===== src/rtl/pcs_map.svh =====
// Constants for the program counter sequencer: vectors, stack, opcode map, timing.
// Assumes byte-wide program/data memory with 16-bit addresses.
// Contract
// RULE1: Sixteen-bit counter holds next memory address
// RULE2: Jump loads counter with instruction target
// RULE3: Accepted interrupt loads its vector address
// RULE4: Both returns reload counter from stack
// RULE5: Subroutine invoke loads subroutine start address
// RULE6: Reset sets counter to reset vector
// RULE7: Sequential flow advances by instruction length
// RULE8: 107 opcodes, cycle count varies per opcode
// RULE9: Execution clocked directly by undivided masterclock
// RULE10: Five decode parts: load, alu, jump, control, fuzzy
// RULE11: Arbiter activates one part at most
// RULE12: Collector merges part controls into outputs
// RULE13: Accumulator hidden; operands are register addresses
// RULE14: Five addressing modes supported
// RULE15: External reset re-initialises state, mode switching
// RULE16: Select pin high programming, low working
// RULE17: Locations zero to two are reset vector
// RULE18: Vector entries are three bytes each
// RULE19: Call/interrupt push counter, pointer minus two
// RULE20: Return: pointer plus two, then restore
// RULE21: Hold reset vector, fetch after release
`ifndef PCS_MAP_SVH
`define PCS_MAP_SVH

`define PCS_RESET_VEC 16'h0000
`define PCS_VEC_BASE 16'h0003
`define PCS_VEC_STRIDE 16'h0003
`define PCS_SSP_RESET 16'h20ff
`define PCS_STACK_STEP 16'h0002
`define PCS_INSTR_COUNT 8'h6b

`define PCS_LOAD_LO 8'h00
`define PCS_LOAD_HI 8'h1f
`define PCS_ALU_LO 8'h20
`define PCS_ALU_HI 8'h3f
`define PCS_JUMP_LO 8'h40
`define PCS_JUMP_HI 8'h4f
`define PCS_CTL_LO 8'h50
`define PCS_CTL_HI 8'h5f
`define PCS_FUZ_LO 8'h60
`define PCS_FUZ_HI 8'h6a

`define PCS_OP_JP 8'h40
`define PCS_OP_CALL 8'h41
`define PCS_OP_RET 8'h42
`define PCS_OP_INTERRUPT_EXIT 8'h43

`define PCS_CYC_LOAD 4'h1
`define PCS_CYC_ALU 4'h2
`define PCS_CYC_JUMP 4'h1
`define PCS_CYC_CTL 4'h1
`define PCS_CYC_FUZ 4'h4

`define PCS_DEST_DPU 3'h1
`define PCS_DEST_DEC 3'h2
`define PCS_DEST_PER 3'h4

`endif


===== src/rtl/pcs_pkg.sv =====
// Types for the program counter sequencer.
// Assumes nothing beyond a SystemVerilog compiler.
package pcs_pkg;
	typedef enum logic [10:0] {
		PCS_ST_FETCH = 11'h001,
		PCS_ST_OPC = 11'h002,
		PCS_ST_ARG1 = 11'h004,
		PCS_ST_ARG2 = 11'h008,
		PCS_ST_EXEC = 11'h010,
		PCS_ST_PUSH1 = 11'h020,
		PCS_ST_PUSH2 = 11'h040,
		PCS_ST_POP1 = 11'h080,
		PCS_ST_POP2 = 11'h100,
		PCS_ST_POP3 = 11'h200,
		PCS_ST_SPARE = 11'h400
	} pcs_state_t;

	typedef enum logic [2:0] {
		PCS_AM_INH = 3'h0,
		PCS_AM_IMM = 3'h1,
		PCS_AM_DIR = 3'h2,
		PCS_AM_IND = 3'h3,
		PCS_AM_BIT = 3'h4
	} pcs_mode_t;
endpackage


===== src/rtl/pcs_dec_part.sv =====
// One decode part of the control unit: opcode range match, length, cycles, controls.
// Assumes the arbiter in the parent grants at most one part.
`timescale 1ns/1ps
`include "pcs_map.svh"
module pcs_dec_part #(
	parameter logic [7:0] OP_LO = 8'h00,
	parameter logic [7:0] OP_HI = 8'h1f,
	parameter logic [3:0] BASE_CYC = 4'h1,
	parameter logic [2:0] DEST = 3'h1,
	parameter bit JUMP = 1'b0
) (
	input wire logic [7:0] opcode,
	input wire logic grant,
	output logic hit,
	output logic [1:0] len,
	output logic [3:0] cyc,
	output pcs_pkg::pcs_mode_t mode,
	output logic [7:0] ctrl_dpu,
	output logic [7:0] ctrl_dec,
	output logic [7:0] ctrl_per
);
	import pcs_pkg::*;

	always_comb begin
		hit = (opcode >= OP_LO) && (opcode <= OP_HI) && (opcode < `PCS_INSTR_COUNT); // RULE8
		case (opcode[2:0]) // RULE14
			3'h1: mode = PCS_AM_IMM;
			3'h2: mode = PCS_AM_DIR;
			3'h3: mode = PCS_AM_IND;
			3'h4: mode = PCS_AM_BIT;
			default: mode = PCS_AM_INH;
		endcase
		case (mode)
			PCS_AM_INH: len = 2'h1;
			PCS_AM_BIT: len = 2'h3;
			default: len = 2'h2;
		endcase
		if (JUMP) begin
			// Returns carry no operand, jumps carry a 16-bit target
			mode = opcode[1] ? PCS_AM_INH : PCS_AM_DIR;
			len = opcode[1] ? 2'h1 : 2'h3;
		end
		cyc = BASE_CYC + {2'h0, len}; // RULE8
		ctrl_dpu = (grant && DEST[0]) ? opcode : 8'h00; // RULE12
		ctrl_dec = (grant && DEST[1]) ? opcode : 8'h00;
		ctrl_per = (grant && DEST[2]) ? opcode : 8'h00;
	end
endmodule // pcs_dec_part


===== src/rtl/pcs_core.sv =====
// Program counter sequencer: fetch, decode arbitration, collector, next-address selection.
// Assumes memory read data is valid the cycle after mem_rd; writes take effect on the edge.
`timescale 1ns/1ps
`include "pcs_map.svh"
module pcs_core (
	input wire logic clk,
	input wire logic nrst,
	input wire logic prog_mode,
	input wire logic irq_req,
	input wire logic [2:0] irq_idx,
	output logic irq_ack,
	output logic irq_exit,
	output logic [15:0] mem_addr,
	output logic mem_rd,
	output logic mem_wr,
	output logic [7:0] mem_wdata,
	input wire logic [7:0] mem_rdata,
	output logic [15:0] next_address_counter,
	output logic [15:0] call_stack_pointer,
	output logic ctrl_vld,
	output logic [7:0] ctrl_dpu,
	output logic [7:0] ctrl_dec,
	output logic [7:0] ctrl_per,
	output logic [7:0] opnd_addr,
	output logic [7:0] opnd_aux,
	output pcs_pkg::pcs_mode_t addr_mode
);
	import pcs_pkg::*;

	localparam int NPART = 5;
	localparam logic [7:0] PART_LO [NPART] = '{`PCS_LOAD_LO, `PCS_ALU_LO, `PCS_JUMP_LO, `PCS_CTL_LO, `PCS_FUZ_LO};
	localparam logic [7:0] PART_HI [NPART] = '{`PCS_LOAD_HI, `PCS_ALU_HI, `PCS_JUMP_HI, `PCS_CTL_HI, `PCS_FUZ_HI};
	localparam logic [3:0] PART_CYC [NPART] = '{`PCS_CYC_LOAD, `PCS_CYC_ALU, `PCS_CYC_JUMP, `PCS_CYC_CTL,
		`PCS_CYC_FUZ};
	localparam logic [2:0] PART_DEST [NPART] = '{`PCS_DEST_DPU, `PCS_DEST_DPU, `PCS_DEST_DPU, `PCS_DEST_PER,
		`PCS_DEST_DEC};

	pcs_state_t state_r, state_nxt;
	logic [15:0] pc_r, pc_nxt;
	logic [15:0] ssp_r, ssp_nxt;
	logic [15:0] tgt_r, tgt_nxt;
	logic [7:0] opcode_r, opcode_nxt;
	logic [7:0] arg1_r, arg1_nxt;
	logic [7:0] arg2_r, arg2_nxt;
	logic [7:0] hold_r, hold_nxt;
	logic [3:0] cnt_r, cnt_nxt;
	logic interrupt_exit_r, interrupt_exit_nxt;
	logic irq_exit_r, irq_exit_nxt;
	logic ctrl_vld_r, ctrl_vld_nxt;
	logic [7:0] ctrl_dpu_r, ctrl_dpu_nxt;
	logic [7:0] ctrl_dec_r, ctrl_dec_nxt;
	logic [7:0] ctrl_per_r, ctrl_per_nxt;
	pcs_mode_t mode_r, mode_nxt;

	logic [7:0] dec_op;
	logic [NPART-1:0] hits;
	logic [NPART-1:0] grant;
	logic [1:0] part_len [NPART];
	logic [3:0] part_cyc [NPART];
	pcs_mode_t part_mode [NPART];
	logic [7:0] part_dpu [NPART];
	logic [7:0] part_dec [NPART];
	logic [7:0] part_per [NPART];
	logic [1:0] sel_len;
	logic [3:0] sel_cyc;
	pcs_mode_t sel_mode;
	logic [7:0] col_dpu, col_dec, col_per;
	logic [15:0] vec_addr;
	logic exec_end;

	// --------------------------------------------------------------
	// Decode parts, arbiter and collector
	// --------------------------------------------------------------
	assign dec_op = (state_r == PCS_ST_OPC) ? mem_rdata : opcode_r;

	genvar g;
	generate
		for (g = 0; g < NPART; g++) begin : g_part
			pcs_dec_part #(
				.OP_LO(PART_LO[g]),
				.OP_HI(PART_HI[g]),
				.BASE_CYC(PART_CYC[g]),
				.DEST(PART_DEST[g]),
				.JUMP(g == 2)
			) u_part ( // RULE10
				.opcode(dec_op),
				.grant(grant[g]),
				.hit(hits[g]),
				.len(part_len[g]),
				.cyc(part_cyc[g]),
				.mode(part_mode[g]),
				.ctrl_dpu(part_dpu[g]),
				.ctrl_dec(part_dec[g]),
				.ctrl_per(part_per[g])
			);
		end
	endgenerate

	always_comb begin
		// Lowest matching part wins; nothing is granted in programming mode
		grant = prog_mode ? '0 : (hits & (~hits + 5'h01)); // RULE11 RULE16
		sel_len = 2'h1;
		sel_cyc = 4'h1;
		sel_mode = PCS_AM_INH;
		col_dpu = 8'h00;
		col_dec = 8'h00;
		col_per = 8'h00;
		for (int i = 0; i < NPART; i++) begin
			if (grant[i]) begin
				sel_len = part_len[i];
				sel_cyc = part_cyc[i];
				sel_mode = part_mode[i];
			end
			col_dpu = col_dpu | part_dpu[i]; // RULE12
			col_dec = col_dec | part_dec[i];
			col_per = col_per | part_per[i];
		end
	end

	// Each vector entry is a three-byte jump starting after the reset vector
	assign vec_addr = `PCS_VEC_BASE + `PCS_VEC_STRIDE * {13'h0000, irq_idx}; // RULE18 RULE17
	assign exec_end = (state_r == PCS_ST_EXEC) && (cnt_r == 4'h0);

	// --------------------------------------------------------------
	// Sequencer
	// --------------------------------------------------------------
	always_comb begin
		state_nxt = state_r;
		pc_nxt = pc_r;
		ssp_nxt = ssp_r;
		tgt_nxt = tgt_r;
		opcode_nxt = opcode_r;
		arg1_nxt = arg1_r;
		arg2_nxt = arg2_r;
		hold_nxt = hold_r;
		cnt_nxt = cnt_r;
		interrupt_exit_nxt = interrupt_exit_r;
		mode_nxt = mode_r;
		irq_exit_nxt = 1'b0;
		ctrl_vld_nxt = 1'b0;
		ctrl_dpu_nxt = ctrl_dpu_r;
		ctrl_dec_nxt = ctrl_dec_r;
		ctrl_per_nxt = ctrl_per_r;
		mem_rd = 1'b0;
		mem_wr = 1'b0;
		mem_addr = pc_r; // RULE1
		mem_wdata = 8'h00;
		irq_ack = 1'b0;
		case (state_r)
			PCS_ST_FETCH: begin
				if (prog_mode) begin
					state_nxt = PCS_ST_FETCH; // RULE16
				end else if (irq_req) begin
					irq_ack = 1'b1;
					tgt_nxt = vec_addr; // RULE3
					state_nxt = PCS_ST_PUSH1;
				end else begin
					mem_rd = 1'b1;
					state_nxt = PCS_ST_OPC;
				end
			end
			PCS_ST_OPC: begin
				opcode_nxt = mem_rdata;
				mode_nxt = sel_mode; // RULE14
				pc_nxt = pc_r + 16'h0001; // RULE7
				cnt_nxt = sel_cyc - 4'h1; // RULE8
				if (sel_len != 2'h1) begin
					mem_rd = 1'b1;
					mem_addr = pc_r + 16'h0001;
					state_nxt = PCS_ST_ARG1;
				end else begin
					state_nxt = PCS_ST_EXEC;
				end
			end
			PCS_ST_ARG1: begin
				arg1_nxt = mem_rdata;
				pc_nxt = pc_r + 16'h0001; // RULE7
				if (sel_len == 2'h3) begin
					mem_rd = 1'b1;
					mem_addr = pc_r + 16'h0001;
					state_nxt = PCS_ST_ARG2;
				end else begin
					state_nxt = PCS_ST_EXEC;
				end
			end
			PCS_ST_ARG2: begin
				arg2_nxt = mem_rdata;
				pc_nxt = pc_r + 16'h0001; // RULE7
				state_nxt = PCS_ST_EXEC;
			end
			PCS_ST_EXEC: begin
				cnt_nxt = cnt_r - 4'h1;
				if (cnt_r == 4'h0) begin
					cnt_nxt = 4'h0;
					ctrl_vld_nxt = 1'b1; // RULE12
					ctrl_dpu_nxt = col_dpu;
					ctrl_dec_nxt = col_dec;
					ctrl_per_nxt = col_per;
					state_nxt = PCS_ST_FETCH;
					case (opcode_r)
						`PCS_OP_JP: pc_nxt = {arg1_r, arg2_r}; // RULE2
						`PCS_OP_CALL: begin
							tgt_nxt = {arg1_r, arg2_r}; // RULE5
							state_nxt = PCS_ST_PUSH1;
						end
						`PCS_OP_RET, `PCS_OP_INTERRUPT_EXIT: begin
							interrupt_exit_nxt = (opcode_r == `PCS_OP_INTERRUPT_EXIT);
							state_nxt = PCS_ST_POP1;
						end
						default: state_nxt = PCS_ST_FETCH;
					endcase
				end
			end
			PCS_ST_PUSH1: begin
				mem_wr = 1'b1;
				mem_addr = ssp_r; // RULE19
				mem_wdata = pc_r[15:8];
				state_nxt = PCS_ST_PUSH2;
			end
			PCS_ST_PUSH2: begin
				mem_wr = 1'b1;
				mem_addr = ssp_r - 16'h0001;
				mem_wdata = pc_r[7:0];
				ssp_nxt = ssp_r - `PCS_STACK_STEP; // RULE19
				pc_nxt = tgt_r; // RULE3 RULE5
				state_nxt = PCS_ST_FETCH;
			end
			PCS_ST_POP1: begin
				mem_rd = 1'b1;
				mem_addr = ssp_r + `PCS_STACK_STEP; // RULE20
				state_nxt = PCS_ST_POP2;
			end
			PCS_ST_POP2: begin
				hold_nxt = mem_rdata;
				mem_rd = 1'b1;
				mem_addr = ssp_r + 16'h0001;
				state_nxt = PCS_ST_POP3;
			end
			PCS_ST_POP3: begin
				pc_nxt = {hold_r, mem_rdata}; // RULE4
				ssp_nxt = ssp_r + `PCS_STACK_STEP; // RULE20
				irq_exit_nxt = interrupt_exit_r;
				state_nxt = PCS_ST_FETCH;
			end
			default: state_nxt = PCS_ST_FETCH;
		endcase
		// No memory traffic while reset is held
		if (!nrst) begin
			mem_rd = 1'b0; // RULE21
			mem_wr = 1'b0;
			irq_ack = 1'b0;
		end
	end

	// Runs straight off the core clock, no divider
	always_ff @(posedge clk) begin // RULE9
		if (!nrst) begin // RULE15
			state_r <= PCS_ST_FETCH;
			pc_r <= `PCS_RESET_VEC; // RULE6 RULE21
			ssp_r <= `PCS_SSP_RESET;
			tgt_r <= 16'h0000;
			opcode_r <= 8'h00;
			arg1_r <= 8'h00;
			arg2_r <= 8'h00;
			hold_r <= 8'h00;
			cnt_r <= 4'h0;
			interrupt_exit_r <= 1'b0;
			mode_r <= PCS_AM_INH;
			irq_exit_r <= 1'b0;
			ctrl_vld_r <= 1'b0;
			ctrl_dpu_r <= 8'h00;
			ctrl_dec_r <= 8'h00;
			ctrl_per_r <= 8'h00;
		end else begin
			state_r <= state_nxt;
			pc_r <= pc_nxt;
			ssp_r <= ssp_nxt;
			tgt_r <= tgt_nxt;
			opcode_r <= opcode_nxt;
			arg1_r <= arg1_nxt;
			arg2_r <= arg2_nxt;
			hold_r <= hold_nxt;
			cnt_r <= cnt_nxt;
			interrupt_exit_r <= interrupt_exit_nxt;
			mode_r <= mode_nxt;
			irq_exit_r <= irq_exit_nxt;
			ctrl_vld_r <= ctrl_vld_nxt;
			ctrl_dpu_r <= ctrl_dpu_nxt;
			ctrl_dec_r <= ctrl_dec_nxt;
			ctrl_per_r <= ctrl_per_nxt;
		end
	end

	assign next_address_counter = pc_r; // RULE1
	assign call_stack_pointer = ssp_r;
	assign irq_exit = irq_exit_r;
	assign ctrl_vld = ctrl_vld_r;
	assign ctrl_dpu = ctrl_dpu_r;
	assign ctrl_dec = ctrl_dec_r;
	assign ctrl_per = ctrl_per_r;
	// Operands are register file addresses; the accumulator never leaves the core
	assign opnd_addr = arg1_r; // RULE13
	assign opnd_aux = arg2_r;
	assign addr_mode = mode_r;
endmodule // pcs_core


===== config.mk =====
export PLATFORM = sky130hd
export DESIGN_NAME = pcs_core
export DESIGN_NICKNAME = d
export VERILOG_FILES = /design/src/rtl/pcs_pkg.sv /design/src/rtl/pcs_dec_part.sv /design/src/rtl/pcs_core.sv
export VERILOG_INCLUDE_DIRS = /design/src /design/src/rtl
export SDC_FILE = /design/constraint.sdc
export NUM_CORES = 1
export LEC_CHECK = 0
export ABC_CLOCK_PERIOD_IN_PS = 3900
export BUFFER_PORTS_ARGS = -buffer_cell sky130_fd_sc_hd__buf_2
export CAP_MARGIN = 15
export CORE_ASPECT_RATIO = 1.2
export CORE_MARGIN = 5
export CORE_UTILIZATION = 60
export CTS_BUF_LIST = sky130_fd_sc_hd__clkbuf_2
export DETAILED_ROUTE_END_ITERATION = 7
export PLACE_DENSITY_LB_ADDON = 0.2
export REMOVE_ABC_BUFFERS = 1
export SLEW_MARGIN = 30
export SYNTH_ARGS = -nofsm -noshare
export SYNTH_HDL_FRONTEND = slang
export SYNTH_SLANG_ARGS = --single-unit

===== constraint.sdc =====
create_clock -name clk -period 3.9 [get_ports clk]
set_input_delay 0.195 -clock clk [delete_from_list [all_inputs] [get_ports clk]]
set_output_delay 0.195 -clock clk [all_outputs]
set_load 0.01 [all_outputs]

==> flow_summary_export.csv <==
group,metric,value,unit
yosys,syn_area_per_cell,8.03,um^2
clock_tree,cts.sinks,123,
die,core-area,11900,um^2
grt,grt.overflow.total,0,
finish,finalNetCount,1033,
die,die_area,14400,um^2
detailed_routing,avgRoutedWirePerCell,19.3,um
worst_setup_path,cp_slowest_cell,"nor4_4",
worst_setup_path,r2r-end,"next_address_counter[9]",
die,die_w,110,um
finish,regArea,2460,um^2
yosys,synth-simple-area-share,26.3,%
clock_tree,clockBufferDepth,2,
clock_tree,path_clk_slew,0.18,ns
yosys,ys_seq_area_share,34.0,%
yosys,yosys_warnings,0,
flow_run,maxCapViolations,0,
pwr,ir_drop,265,uV
sta,skew,0.0263,ns
finish,drive_gt1_share,21.3,%
detailed_routing,ant_nets,0,
finish,fillers,1030,
worst_setup_path,r2r_start,"state_r[0]",
yosys,synth-compound-area-share,22.6,%
finish,post-route-util,70.6,%
yosys,yosys.area_share.xor_xnor,3.02,%
die,start_util,60.6,%
worst_setup_path,reg2reg_depth,9,
sta,worstMarginPinSlew,0.880,ns
grt,grtUsageTotal,31.9,%
yosys,syn_inst,902,
worst_setup_path,endpoint,"mem_addr[12]",
sta,tns,0,ns
grt,antenna_found_initial,1,
finish,multiInputGateArea,4400,um^2
sta,slew_headroom,41.2,%
clock_tree,cts_tree,"yes",
die,die_y,130,um
pwr,power,0.00251,W
clock_tree,clkLatencyLatePin,0.75,ns
pwr,p_leak,3.58,nW
clock_tree,cts-root-buf,"clkbuf_2",
finish,area_delta_synth_final,16.5,%
yosys,synth_top_family_by_area,"simple AND/OR/NAND/NOR gates",
clock_tree,numCtsBuffers,17,
place,post-dp-hpwl,16100,um
yosys,synthMuxAreaShare,6.62,%
worst_setup_path,required,3.70,ns
worst_setup_path,end_kind,"primary output",
detailed_routing,drtPass1Iterations,8,
detailed_routing,drt-total-wl,22800,um
place,numPortBuffers,117,
yosys,async_reset_ff_share,0,%
worst_setup_path,crit_start,"state_r[8]",
worst_setup_path,critPathMaxStageDelay,0.47,ns
die,rows,44,
place,gp_congestion,1.01,
grt,first_global_vias,6883,
sta,maxSlewViolCount,0,
sta,setup_viol,0,
yosys,yosys.cell_types.count,71,
detailed_routing,avgViaCountPerCell,6.33,
clock_tree,ctsHtreeMaxLevel,4,
yosys,ys_seq_elements,123,
sta,fin_crit,3.76,ns
worst_hold_path,min_path_type,"in2reg",
yosys,synth_area,7240,um^2
sta,fin_crit_sh,96.5,%
yosys,synth_ff_type,"dfxtp_1",
yosys,synth-adder-area-share,1.56,%
yosys,synth-edff-count,0,
grt,grt_max_degree,51,
detailed_routing,drt_iter0_markers,802,
sta,hold_viol,0,
yosys,synth.cells.most_frequent,"dfxtp_1 (123), nor2_1 (123), nand2_1 (83), a21oi_1 (54), clkbuf_1 (50)",
worst_setup_path,worst_setup_path_start_kind,"flop",
worst_setup_path,critical_path_class,"reg2out",
yosys,netlist_top_cells_area,"dfxtp_1 (34%), nor2_1 (6.4%), nand2_1 (4.3%)",
yosys,yosysTopAreaCellShare,34.0,%
worst_setup_path,arrival,3.57,ns
yosys,yosysTopAreaCell,"dfxtp_1",
detailed_routing,drc,0,
worst_setup_path,path_cells,"nor4_4 > nand3_4 > buf_12 > buf_4 > mux2_2 > a41oi_4 > o32ai_4 > o211ai_1 > a211o_1 > buf_2",
sta,fmax,266,MHz
die,ios,119,
worst_setup_path,r2r_slack,0.96,ns
grt,grt_pass1_wl,35600,um
sta,hold_ws,0.0535,ns
detailed_routing,vias,7486,
run_status,status,"finished, final reports clean",
worst_setup_path,path_max_fanout,11,
pwr,power_density,298,nW/um^2
cell type report:
cell class / count / share of cell area, %
tap: 161 / 2.39
clock inverter: 14 / 2.58
clock buffer: 17 / 1.01
inverter: 28 / 1.25
timing repair buffer: 160 / 11.4
antenna: 1 / 0.0297
multi-input combinational: 679 / 52.2
sequential: 123 / 29.2
through the flow:
step                      cells  worst slack, ns  area [um^2]
after CTS                  1181           0.0460         8400
final                      1183            0.137         8430
after global placement     1131            0.567         7880
after floorplan             830            0.565         6920
after detailed placement   1131            0.558         7880
after global routing       1183          -0.0240         8430
how the worst min path moves through the flow:
stage	to	startpoint	cells past startpoint
5_1_grt	tgt_r[4]	irq_idx[1]	6
6_report	tgt_r[4]	irq_idx[1]	6
4_1_cts	tgt_r[4]	irq_idx[1]	6
3_3_place_gp	ctrl_per[1]	ctrl_per[1]	2
3_5_place_dp	state_r[1]	irq_req	2
2_1_floorplan	call_stack_pointer[13]	nrst	1
cell usage in the layout, fill, tap and decap left out, types with 5 or more instances in the layout:
cell	n
buf_4	27
nand2_1	82
mux2i_1	30
nor3b_1	5
nand2b_1	7
and2_1	9
nand3_1	38
a221oi_1	5
or4_1	6
xor2_1	11
nand4_1	7
dlygate4sd3_1	15
dfxtp_1	122
o22ai_1	7
and4_1	6
a21oi_1	54
nor4_1	14
xnor2_1	14
nor2b_1	5
a31oi_1	13
o31ai_1	15
a222oi_1	17
a211oi_1	7
buf_2	117
inv_1	27
mux2_2	6
nor2_1	122
o211ai_1	10
or3_1	5
nor4_4	5
a311oi_1	6
nor3_1	22
bufinv_16	5
ha_1	9
o21ai_1	7
clkbuf_2	17
a22oi_1	25
o21ai_0	35
and3_1	14
metal layers:
metal  up-vias  global-route usage (%)  share of wire [%]
li1       3526                       -                  -
met1      3527                    39.8                 40
met2       353                    51.8                 47
met3        80                    7.03                8.2
met4         0                    15.6                4.2
met5         -                       0                  0
flip-flops by register name, summed over array words and instances (netlist names):
name,flops
addr_mode,3
call_stack_pointer,15
cnt_r,4
ctrl_dec,8
ctrl_dpu,8
ctrl_per,8
ctrl_vld,1
hold_r,8
interrupt_exit_r,1
irq_exit,1
next_address_counter,16
opcode_r,8
opnd_addr,8
opnd_aux,8
state_r,10
tgt_r,16
what timing repair did:
action | 4_1_cts | 5_1_grt
hold endpoints to repair | 58 | 0
setup endpoints to repair | 15 | 15
setup buffers | 4 | 1
resized for setup | 4 | 6
gates cloned | 0 | 0
hold buffers | 15 | 0
pin swaps | 2 | 2
kinds of logic (layout without fill, tap and decap cells):
| kind of cell | Yosys count | in the layout |
|---|---|---|
| AND/OR/NAND/NOR | 371 | 371 |
| flip-flops | 123 | 123 |
| multiplexers | 42 | 42 |
| adder cells (fa/ha/maj) | 9 | 9 |
| buffers and inverters | 100 | 219 |
| other | 1 | 2 |
| XOR/XNOR | 25 | 25 |
| AO/OA/AOI/OAI | 231 | 231 |
critical path: cells and delay by family (launching register included):
kind / cells / cell delay, ns
AND/OR/NAND/NOR: 2 / 0.60
multiplexers: 1 / 0.26
flip-flops: 1 / 0.43
buffers and inverters: 3 / 0.50
AO/OA/AOI/OAI: 4 / 1.05
report_power, final:
part	switching [W]	leakage [nW]	internal [W]
clock network	0.000511	0.169	0.000487
logic	0.000153	2.42	0.0000813
registers	0.0000127	0.992	0.00127
total	0.000677	3.58	0.00184
Note: power is estimated with default switching activity, not from simulation.
